**src/include/clock_source_prescaler_params.svh**
```systemverilog
// offsets, field positions, codes, reset values and timing counts
// assumes byte-addressed apb with one 32-bit word per register
`ifndef CLOCK_SOURCE_PRESCALER_PARAMS_SVH
`define CLOCK_SOURCE_PRESCALER_PARAMS_SVH
// ----------------------------------------------------------------
// register map
// ----------------------------------------------------------------
`define OFF_OSC_TRIM 12'h000
`define OFF_CLOCK_DIVIDER_CONTROL 12'h004
`define OFF_CLOCK_STATUS 12'h008
`define UNLOCK_BIT 7
`define UNLOCK_WORD 8'h80
`define TRIM_RESET 8'h00
`define DIV_SEL_RESET 4'h0
`define DIV_SEL_DIV8 4'h3
`define DIV_SEL_MAX 4'h8
// ----------------------------------------------------------------
// fuse codes (a fuse at 0 is programmed)
// ----------------------------------------------------------------
`define SRC_EXT_CLOCK 4'h0
`define SRC_RC_OSC 4'h2
`define SRC_LOWPOWER_OSC 4'h4
`define SUT_NONE 2'h0
`define SUT_SHORT 2'h1
`define SUT_LONG 2'h2
// ----------------------------------------------------------------
// timing
// ----------------------------------------------------------------
`define RESET_DELAY_CK 16'd14
`define WAKE_DELAY_CK 16'd6
`define UNLOCK_WINDOW_CK 3'd4
`define SHORT_TIMEOUT_MS 4
`define LONG_TIMEOUT_MS 64
`define SHORT_TIMEOUT_TICKS 512
`define LONG_TIMEOUT_TICKS 8192
`endif

```
**src/include/clock_source_prescaler_pkg.sv**
```systemverilog
// types shared by the clock source and prescaler block
// assumes nothing of its surroundings
package clock_source_prescaler_pkg;
  typedef enum logic [2:0] {
    ST_LOAD,
    ST_CK14,
    ST_TIMEOUT,
    ST_RUN,
    ST_SLEEP,
    ST_WAKE
  } startup_state_e;
  typedef logic [3:0] div_sel_t;
endpackage

```
**src/verilog/clock_source_prescaler.sv**
```systemverilog
// clock source select, start-up sequencing, oscillator trim and
// system clock prescaler with an apb register slave.
// assumes i_clk_sys is the undivided selected source clock, the
// watchdog oscillator arrives as a one-cycle tick, fuses are static.
//
// Behaviour
// - fuses 0010 select internal rc oscillator
// - factory trim loaded into trim at reset
// - wake from power-down waits six cycles
// - reset delay 14 cycles plus fuse timeout
// - fuses 0000 select external clock input
// - fuses 0100 select low-power oscillator
// - reset timeout counted on watchdog oscillator
// - all four clocks divided by same factor
// - divider switch without glitch or overspeed
// - switch lands after old plus new period
// - counter on undivided clock, not readable
// - trim writes apply to oscillator immediately
// - trim bit seven selects oscillator range
// - low seven trim bits tune monotonically
// - select writes ignored unless unlocked
// - unlock set only with other bits zero
// - unlock clears after four cycles or write
// - rewriting unlock neither extends nor clears
// - divider bits six to four read zero
// - four-bit select writable at run time
// - codes zero to eight divide one..256
// - divide-by-eight fuse picks select reset value
//
// The register addresses and the APB slave port were decided locally.
`include "clock_source_prescaler_params.svh"
`timescale 1ns/10ps
`default_nettype none

module clock_source_prescaler #(
  parameter int P_SHORT_TIMEOUT_TICKS = `SHORT_TIMEOUT_TICKS,
  parameter int P_LONG_TIMEOUT_TICKS = `LONG_TIMEOUT_TICKS
) (
  // clock and reset
  input wire logic i_clk_sys,
  input wire logic i_reset,
  // fuses and factory data
  input wire logic [3:0] i_source_select_fuses,
  input wire logic [1:0] i_startup_delay_fuses,
  input wire logic i_initial_div_eight_fuse,
  input wire logic [7:0] i_factory_trim,
  // watchdog oscillator tick and sleep request
  input wire logic i_wdt_osc_tick,
  input wire logic i_power_down,
  // apb slave
  input wire logic i_psel,
  input wire logic i_penable,
  input wire logic i_pwrite,
  input wire logic [11:0] i_paddr,
  input wire logic [31:0] i_pwdata,
  input wire logic [3:0] i_pstrb,
  output logic [31:0] o_prdata,
  output logic o_pready,
  output logic o_pslverr,
  // source select and oscillator trim
  output logic o_sel_rc_osc,
  output logic o_sel_ext_clock,
  output logic o_sel_lowpower_osc,
  output logic o_trim_range_bit,
  output logic [6:0] o_trim_fine_bits,
  // execution release and divided clock enables
  output logic o_run_release,
  output logic o_core_clk_en,
  output logic o_peripheral_io_clk_en,
  output logic o_converter_clk_en,
  output logic o_program_memory_clk_en
);
  import clock_source_prescaler_pkg::*;

  // ----------------------------------------------------------------
  // decode functions
  // ----------------------------------------------------------------
  // reserved codes run at the slowest rate, never faster than asked
  function automatic logic [7:0] div_mask(input div_sel_t sel);
    logic [7:0] m;
    m = 8'hff;
    if (sel <= `DIV_SEL_MAX) begin
      m = 8'(({1'b0, 8'hff} >> (4'd8 - sel)) & 9'h0ff);
    end
    return m;
  endfunction

  function automatic logic [15:0] timeout_ticks(input logic [1:0] startup_delay_fuses);
    logic [15:0] t;
    t = 16'(P_LONG_TIMEOUT_TICKS);
    if (startup_delay_fuses == `SUT_NONE) begin
      t = 16'h0000;
    end else if (startup_delay_fuses == `SUT_SHORT) begin
      t = 16'(P_SHORT_TIMEOUT_TICKS);
    end
    return t;
  endfunction

  // ----------------------------------------------------------------
  // declarations
  // ----------------------------------------------------------------
  startup_state_e st_q;
  logic [15:0] st_cnt_q;
  logic [3:0] src_sel_q;
  logic [1:0] sut_q;
  logic div8_fuse_q;
  logic fuses_loaded_q;
  logic [7:0] trim_q;
  logic unlock_q;
  logic [2:0] unlock_cnt_q;
  div_sel_t div_sel_q;
  div_sel_t pending_sel_q;
  logic change_req_q;
  logic [7:0] ripple_q;
  logic tick_now;
  logic tick_q;
  logic running;
  logic acc;
  logic wr;
  logic mapped;
  logic trim_wr;
  logic div_wr;
  logic unlock_wr;
  logic sel_wr;

  // ----------------------------------------------------------------
  // apb decode
  // ----------------------------------------------------------------
  assign acc = i_psel && i_penable;
  assign wr = acc && i_pwrite && i_pstrb[0];
  assign mapped = (i_paddr == `OFF_OSC_TRIM) || (i_paddr == `OFF_CLOCK_DIVIDER_CONTROL) ||
                  (i_paddr == `OFF_CLOCK_STATUS);
  assign trim_wr = wr && (i_paddr == `OFF_OSC_TRIM);
  assign div_wr = wr && (i_paddr == `OFF_CLOCK_DIVIDER_CONTROL);
  assign unlock_wr = div_wr && (i_pwdata[7:0] == `UNLOCK_WORD);
  assign sel_wr = div_wr && !i_pwdata[`UNLOCK_BIT];
  assign o_pready = 1'b1;
  assign o_pslverr = acc && !mapped;

  always_comb begin
    o_prdata = 32'h0000_0000;
    if (i_paddr == `OFF_OSC_TRIM) begin
      o_prdata = {24'h00_0000, trim_q};
    end else if (i_paddr == `OFF_CLOCK_DIVIDER_CONTROL) begin
      o_prdata = {24'h00_0000, unlock_q, 3'h0, pending_sel_q};
    end else if (i_paddr == `OFF_CLOCK_STATUS) begin
      o_prdata = {24'h00_0000, running, div8_fuse_q, sut_q, src_sel_q};
    end
  end

  // ----------------------------------------------------------------
  // fuse capture and source select
  // ----------------------------------------------------------------
  // caught once after release so a fuse change cannot move the clock
  always_ff @(posedge i_clk_sys or posedge i_reset) begin
    if (i_reset) begin
      src_sel_q <= `SRC_RC_OSC;
      sut_q <= `SUT_LONG;
      div8_fuse_q <= 1'b0;
      fuses_loaded_q <= 1'b0;
    end else if (!fuses_loaded_q) begin
      src_sel_q <= i_source_select_fuses;
      sut_q <= i_startup_delay_fuses;
      div8_fuse_q <= i_initial_div_eight_fuse;
      fuses_loaded_q <= 1'b1;
    end
  end

  // unsupported codes fall back to the rc oscillator
  assign o_sel_ext_clock = (src_sel_q == `SRC_EXT_CLOCK);
  assign o_sel_lowpower_osc = (src_sel_q == `SRC_LOWPOWER_OSC);
  assign o_sel_rc_osc = !o_sel_ext_clock && !o_sel_lowpower_osc;

  // ----------------------------------------------------------------
  // start-up sequencing
  // ----------------------------------------------------------------
  always_ff @(posedge i_clk_sys or posedge i_reset) begin
    if (i_reset) begin
      st_q <= ST_LOAD;
      st_cnt_q <= 16'h0000;
    end else begin
      unique case (st_q)
        ST_LOAD: begin
          if (fuses_loaded_q) begin
            st_q <= ST_CK14;
          end
          st_cnt_q <= 16'h0000;
        end
        ST_CK14: begin
          st_cnt_q <= st_cnt_q + 16'h0001;
          if (st_cnt_q == `RESET_DELAY_CK - 16'h0001) begin
            st_cnt_q <= 16'h0000;
            st_q <= (timeout_ticks(sut_q) == 16'h0000) ? ST_RUN : ST_TIMEOUT;
          end
        end
        ST_TIMEOUT: begin
          if (i_wdt_osc_tick) begin
            st_cnt_q <= st_cnt_q + 16'h0001;
            if (st_cnt_q == timeout_ticks(sut_q) - 16'h0001) begin
              st_q <= ST_RUN;
            end
          end
        end
        ST_RUN: begin
          if (i_power_down) begin
            st_q <= ST_SLEEP;
          end
        end
        ST_SLEEP: begin
          if (!i_power_down) begin
            st_q <= ST_WAKE;
            st_cnt_q <= 16'h0000;
          end
        end
        ST_WAKE: begin
          st_cnt_q <= st_cnt_q + 16'h0001;
          if (st_cnt_q == `WAKE_DELAY_CK - 16'h0001) begin
            st_q <= ST_RUN;
          end
        end
      endcase
    end
  end

  assign running = (st_q == ST_RUN);
  assign o_run_release = running;

  // ----------------------------------------------------------------
  // oscillator trim
  // ----------------------------------------------------------------
  always_ff @(posedge i_clk_sys or posedge i_reset) begin
    if (i_reset) begin
      trim_q <= `TRIM_RESET;
    end else if (st_q == ST_LOAD) begin
      trim_q <= i_factory_trim;
    end else if (trim_wr) begin
      trim_q <= i_pwdata[7:0];
    end
  end

  // the oscillator is monotonic in the fine bits inside each range
  assign o_trim_range_bit = trim_q[7];
  assign o_trim_fine_bits = trim_q[6:0];

  // ----------------------------------------------------------------
  // change unlock window
  // ----------------------------------------------------------------
  always_ff @(posedge i_clk_sys or posedge i_reset) begin
    if (i_reset) begin
      unlock_q <= 1'b0;
      unlock_cnt_q <= 3'h0;
    end else if (unlock_q) begin
      unlock_cnt_q <= unlock_cnt_q + 3'h1;
      if (sel_wr || (unlock_cnt_q == `UNLOCK_WINDOW_CK - 3'h1)) begin
        unlock_q <= 1'b0;
      end
    end else if (unlock_wr) begin
      unlock_q <= 1'b1;
      unlock_cnt_q <= 3'h0;
    end
  end

  // ----------------------------------------------------------------
  // division select
  // ----------------------------------------------------------------
  // the new select waits for the next old-rate edge, so the gap
  // between edges is never shorter than the shorter of the two periods
  always_ff @(posedge i_clk_sys or posedge i_reset) begin
    if (i_reset) begin
      pending_sel_q <= `DIV_SEL_RESET;
      div_sel_q <= `DIV_SEL_RESET;
      change_req_q <= 1'b0;
    end else if (st_q == ST_LOAD) begin
      pending_sel_q <= div8_fuse_q ? `DIV_SEL_RESET : `DIV_SEL_DIV8;
      div_sel_q <= div8_fuse_q ? `DIV_SEL_RESET : `DIV_SEL_DIV8;
    end else begin
      if (sel_wr && unlock_q) begin
        pending_sel_q <= i_pwdata[3:0];
        change_req_q <= 1'b1;
      end else if (change_req_q && tick_now) begin
        div_sel_q <= pending_sel_q;
        change_req_q <= 1'b0;
      end
    end
  end

  // ----------------------------------------------------------------
  // prescaler counter and clock enables
  // ----------------------------------------------------------------
  // counts every undivided edge; its value never reaches the bus
  always_ff @(posedge i_clk_sys or posedge i_reset) begin
    if (i_reset) begin
      ripple_q <= 8'h00;
    end else if (change_req_q && tick_now && !(sel_wr && unlock_q)) begin
      ripple_q <= 8'h00;
    end else begin
      ripple_q <= ripple_q + 8'h01;
    end
  end

  assign tick_now = running && ((ripple_q & div_mask(div_sel_q)) == div_mask(div_sel_q));

  always_ff @(posedge i_clk_sys or posedge i_reset) begin
    if (i_reset) begin
      tick_q <= 1'b0;
    end else begin
      tick_q <= tick_now;
    end
  end

  assign o_core_clk_en = tick_q;
  assign o_peripheral_io_clk_en = tick_q;
  assign o_converter_clk_en = tick_q;
  assign o_program_memory_clk_en = tick_q;

  // ----------------------------------------------------------------
  // assertions
  // ----------------------------------------------------------------
  a_src_rc_select: assert property (@(posedge i_clk_sys) disable iff (i_reset)
    (fuses_loaded_q && src_sel_q == `SRC_RC_OSC) |-> (o_sel_rc_osc && !o_sel_ext_clock))
    else $error("rc oscillator not selected");

  a_src_ext_select: assert property (@(posedge i_clk_sys) disable iff (i_reset)
    (fuses_loaded_q && src_sel_q == `SRC_EXT_CLOCK) |-> (o_sel_ext_clock && !o_sel_rc_osc))
    else $error("external clock not selected");

  a_src_lp_select: assert property (@(posedge i_clk_sys) disable iff (i_reset)
    (src_sel_q == `SRC_LOWPOWER_OSC) |-> (o_sel_lowpower_osc && !o_sel_rc_osc))
    else $error("low-power oscillator not selected");

  a_fuse_hold: assert property (@(posedge i_clk_sys) disable iff (i_reset)
    (fuses_loaded_q && $past(fuses_loaded_q)) |-> ($stable(src_sel_q) && $stable(sut_q)))
    else $error("fuse copy changed after capture");

  a_trim_factory_load: assert property (@(posedge i_clk_sys) disable iff (i_reset)
    (st_q == ST_LOAD) |=> (trim_q == $past(i_factory_trim)))
    else $error("factory trim not loaded");

  a_trim_apply: assert property (@(posedge i_clk_sys) disable iff (i_reset)
    (trim_wr && st_q != ST_LOAD)
      |=> ({o_trim_range_bit, o_trim_fine_bits} == $past(i_pwdata[7:0])))
    else $error("trim write not applied");

  a_reset_ck14: assert property (@(posedge i_clk_sys) disable iff (i_reset)
    (st_q == ST_LOAD && fuses_loaded_q)
      |=> (st_q == ST_CK14) ##13 (st_q == ST_CK14) ##1 (st_q != ST_CK14))
    else $error("reset delay not 14 cycles");

  a_wake_six: assert property (@(posedge i_clk_sys) disable iff (i_reset)
    (st_q == ST_SLEEP && !i_power_down) |=> (!o_run_release)[*6] ##1 o_run_release)
    else $error("wake delay not 6 cycles");

  a_unlock_window: assert property (@(posedge i_clk_sys) disable iff (i_reset)
    $rose(unlock_q) |-> ##[1:4] !unlock_q)
    else $error("unlock window too long");

  a_unlock_full: assert property (@(posedge i_clk_sys) disable iff (i_reset)
    ($rose(unlock_q) ##0 (!sel_wr)[*3]) |-> unlock_q)
    else $error("unlock cleared early");

  a_locked_ignore: assert property (@(posedge i_clk_sys) disable iff (i_reset)
    (sel_wr && !unlock_q && st_q != ST_LOAD) |=> $stable(pending_sel_q))
    else $error("locked select write accepted");

  a_unlock_only_clean: assert property (@(posedge i_clk_sys) disable iff (i_reset)
    (div_wr && i_pwdata[7] && i_pwdata[6:0] != 7'h00 && !unlock_q) |=> !unlock_q)
    else $error("unlock set by unclean write");

  a_rsvd_zero: assert property (@(posedge i_clk_sys) disable iff (i_reset)
    (i_paddr == `OFF_CLOCK_DIVIDER_CONTROL) |-> (o_prdata[6:4] == 3'h0))
    else $error("reserved divider bits not zero");

  a_switch_on_edge: assert property (@(posedge i_clk_sys) disable iff (i_reset)
    (st_q != ST_LOAD && $past(st_q) != ST_LOAD && $changed(div_sel_q)) |-> $past(tick_now))
    else $error("divider switched between edges");

  a_switch_div2: assert property (@(posedge i_clk_sys) disable iff (i_reset)
    (running && $past(running) && $changed(div_sel_q) && div_sel_q == 4'h1)
      |-> !tick_now ##1 tick_now)
    else $error("first divide-by-2 edge misplaced");

  a_div1_rate: assert property (@(posedge i_clk_sys) disable iff (i_reset)
    (running && div_sel_q == 4'h0 && !change_req_q) |=> o_core_clk_en)
    else $error("divide-by-1 missed an edge");

  a_div8_reset: assert property (@(posedge i_clk_sys) disable iff (i_reset)
    (st_q == ST_LOAD && fuses_loaded_q) |=> (div_sel_q == (div8_fuse_q ? 4'h0 : 4'h3)))
    else $error("wrong select after reset");

  a_en_together: assert property (@(posedge i_clk_sys) disable iff (i_reset)
    o_core_clk_en |-> (o_peripheral_io_clk_en && o_converter_clk_en && $past(running)))
    else $error("clock enables disagree");

endmodule
`default_nettype wire

```
**config.mk**
```make
export PLATFORM = sky130hd
export DESIGN_NAME = clock_source_prescaler
export DESIGN_NICKNAME = d
export VERILOG_FILES = /design/src/include/clock_source_prescaler_pkg.sv /design/src/verilog/clock_source_prescaler.sv
export VERILOG_INCLUDE_DIRS = /design/src /design/src/include
export SDC_FILE = /design/constraint.sdc
export NUM_CORES = 1
export LEC_CHECK = 0
export ABC_AREA = 0
export BUFFER_PORTS_ARGS = -buffer_cell sky130_fd_sc_hd__buf_2
export CAP_MARGIN = 10
export CORE_ASPECT_RATIO = 1.5
export CORE_MARGIN = 10
export CORE_UTILIZATION = 55
export DETAILED_ROUTE_END_ITERATION = 6
export HOLD_SLACK_MARGIN = 0.03
export PLACE_DENSITY_LB_ADDON = 0.3
export SYNTH_ARGS = -nofsm -noshare
export SYNTH_HDL_FRONTEND = slang
export SYNTH_SLANG_ARGS = --single-unit
```
**constraint.sdc**
```tcl
create_clock -name i_clk_sys -period 5.11 [get_ports i_clk_sys]
set_input_delay 0.2555 -clock i_clk_sys [delete_from_list [all_inputs] [get_ports i_clk_sys]]
set_output_delay 0.2555 -clock i_clk_sys [all_outputs]
set_load 0.1 [all_outputs]
```
==> results_dict.tcl <==
set metrics [dict create \
    mostFrequentLayoutCells "67 x buf_2, 55 x dfrtp_1, 42 x nor2_1, 35 x nand2_1, 29 x mux2i_1" \
    dp_worst_setup_slack_ns 2.570 \
    grt_max_degree 58 \
    yosysWarnings 0 \
    crit_family "simple AND/OR/NAND/NOR gates" \
    drive_gt1_share_pct 22.74 \
    die_h_um 117.7 \
    cp_data_arrival_time_ns 2.76 \
    finalMaxSlewViolations 0 \
    dr.first_iter.drc_count 192 \
    routedWlPerCell_um 16.34 \
    rr_startpoint "div_sel_q[0]" \
    drcViolationCount 0 \
    routed_wirelength_um 8613 \
    cts_hold_buf 0 \
    synthCells 383 \
    ys_ff_latch 57 \
    maxCapViolCount 0 \
    relSlewSlack_pct 28.22 \
    first_pass_iters 4 \
    whs_ns 0.1081 \
    path_depth 8 \
    crit_end "div_sel_q[0]" \
    outcome "finished clean" \
    core_um2 6175 \
    cts-buffers-inserted 9 \
    rsz0062_at_grt "false" \
    clk_latency_ns 0.34 \
    slowest_delay_ns 0.74 \
    synth_seq_area_share_pct 40.81 \
    cts_resized 0 \
    path_buf_inv 1 \
    synthFlopType "dfrtp_1" \
    vias 2933 \
    finalHoldViolCount 0 \
    syn_to_final_growth_pct 13.30 \
    end_kind "register" \
    synth_area_leaders "dfrtp_1 39%, mux2i_1 8.3%, buf_4 6.2%" \
    finalClockSkew_ns 0.01030 \
    pwr-share-clk_pct 19.5 \
    grt_pass1_vias 2944 \
    swShare_pct 50.88 \
    peakVddDrop_uv 316.2 \
    die_area_um2 10020 \
    clock_sinks 57 \
    clock.fmax_ghz 0.3947 \
    period_minus_slack_ns 2.534 \
    grt_pass1_wl_um 14430 \
    pwr-share-seq_pct 31.2 \
    synth_top_area_cell "dfrtp_1" \
    rr_worst_depth 8 \
    crit_path_frequent_cell "a21oi_1" \
    io_buffers 67 \
    fill_cells 545 \
    critPathKind "reg -> reg" \
    die_w_um 85.14 \
    crit_fanout 12 \
    synth_cell_types 53 \
    slowest_stage "nor4b_4" \
    combPwrFrac_pct 49.3 \
    hpwl_um 6610 \
    final_net_count 526 \
    overflow 0 \
    total_power_w 0.002205 \
    layout_commonest_cell "buf_2" \
    critPathRequiredTime_ns 5.33 \
    cts_buffer_depth 2 \
    reg2reg_to "div_sel_q[0]" \
    worst_pin_slew_ns 1.077 \
    tritoncts "yes" \
    critical_path.cell_chain "inv_1, ha_1, or2_2, a21oi_1, a221oi_1, nor4b_4, mux2i_1, a21oi_1" \
    drt.antenna.violating_nets 0 \
    path_clk_slew_ns 0.07 \
    yosysTopAreaCellShare_pct 39.31 \
    initial_core_util_pct 56.70 \
    cellPowerDensity_nw_per_um2 555.9 \
    leakagePower_nw 1.960 \
    antenna_found_initial 0 \
    htreeDepth 3 \
    fp-row-count 35 \
    synth-edff-count 0 \
    antennaDiodeCount 0 \
    post_cts_buffers 0 \
    p_int_w 0.001083 \
    viasPerCell 5.565 \
    setup_tns_ns 0 \
    async_reset_ff_share_pct 100.0 \
    setup_slack_ns 2.576 \
    cp-start-kind "register" \
    ff2ff_setup_slack_ns 2.58 \
    avgSynthCellArea_um2 9.141 \
    gp_congestion 0.8484 \
    grt_usage_pct 17.21 \
    synth_area_um2 3501 \
    p_switching_w 0.001122 \
    design.portCount 120 \
    crit_path_start "div_sel_q[0]" \
    min_path_type "in -> async" \
    min_period_over_period_pct 49.59 \
    root_buffer "clkbuf_8" \
    setup-violations-final 0 \
]
## worst min-delay path by stage
stage                             startpoint               to  depth (start not counted)  slack [ns]
detailed placement           unlock_cnt_q[2]  unlock_cnt_q[2]                          2        0.48
global placement             unlock_cnt_q[2]  unlock_cnt_q[2]                          2        0.47
global route                         i_reset        trim_q[5]                          3        0.13
finish                               i_reset   fuses_loaded_q                          3        0.11
CTS                                  i_reset   fuses_loaded_q                          3        0.13
floorplan           i_initial_div_eight_fuse      div8_fuse_q                          1        0.41
## flip-flops by register name (all words and copies together), names as in the netlist
signal	flops
unlock_cnt_q	3
src_sel_q	4
sut_q	2
unlock_q	1
st_q	3
pending_sel_q	4
o_converter_clk_en	1
st_cnt_q	16
change_req_q	1
div_sel_q	4
ripple_q	8
div8_fuse_q	1
trim_q	8
fuses_loaded_q	1
## metrics by stage
stage          instance area (um^2)  instances  utilization (%)
6_report                       3966        527            64.24
5_1_grt                        3966        527            64.24
4_1_cts                        3966        527            64.24
3_5_place_dp                   3762        511            60.93
3_3_place_gp                   3762        511            60.93
2_1_floorplan                  3591        407                -
## Yosys cell counts, types with 2 or more instances
cell type  count
dfrtp_1       55
nor2_1        42
nand2_1       35
buf_4         29
mux2i_1       29
o21ai_0       26
a21oi_1       14
nand3_1       14
inv_1         12
nor3_1        12
a22o_1        10
nor2b_1       10
ha_1           8
mux2_2         7
and3_1         6
clkbuf_1       6
xnor2_1        5
nand4_1        4
nor4_1         4
a41oi_1        3
nand2b_1       3
o211ai_1       3
o21ai_1        3
xor2_1         3
a21o_1         2
and2_1         2
buf_6          2
conb_1         2
dfstp_2        2
inv_2          2
nand3b_1       2
o311ai_1       2
o31ai_1        2
or2_2          2
or3_1          2
## area by class of cell
class                   instances  area, um^2  area share [%]
multi-input cells             297        1838           46.34
inverters                      14       52.55           1.325
repair buffers                 69       350.3           8.833
clock inverters                 7       80.08           2.019
flip-flops and latches         57        1429           36.03
clock buffers                   9       123.9           3.123
well taps                      74       92.59           2.334
## logic make-up after synthesis
family	share of synthesized area, %
AOI/OAI and AO/OA	14.15
xor gates and xnor gates	2.002
adders and majority gates	2.859
buffers and inverters	9.256
DFF	40.81
muxes	10.54
other	0.2145
and+or+nand+nor	20.16
## worst reg2reg max path, cell delays in order, from the launching register on
cell and delay, ns:
dfrtp_1 0.43, inv_1 0.09, ha_1 0.27, or2_2 0.29
a21oi_1 0.14, a221oi_1 0.10, nor4b_4 0.74, mux2i_1 0.28
a21oi_1 0.08
## power groups by stage
| stage | sequential, W | combinational [W] | clock, W |
|---|---|---|---|
| finish | 0.000687 | 0.00109 | 0.000431 |
| global route | 0.000706 | 0.00119 | 0.000463 |
| CTS | 0.000686 | 0.00109 | 0.000439 |
| detailed placement | 0.000692 | 0.00109 | 0 |
| global placement | 0.000687 | 0.00106 | 0 |
| floorplan | 0.000875 | 0.000728 | 0 |
## metal layers
layer  GRT usage, %  routed length (um)
met5              0                   0
met1          17.92                3146
met2          30.81                4788
met4          5.888                 197
met3          5.748                 480
No activity file was read; power rests on OpenSTA's default activity.
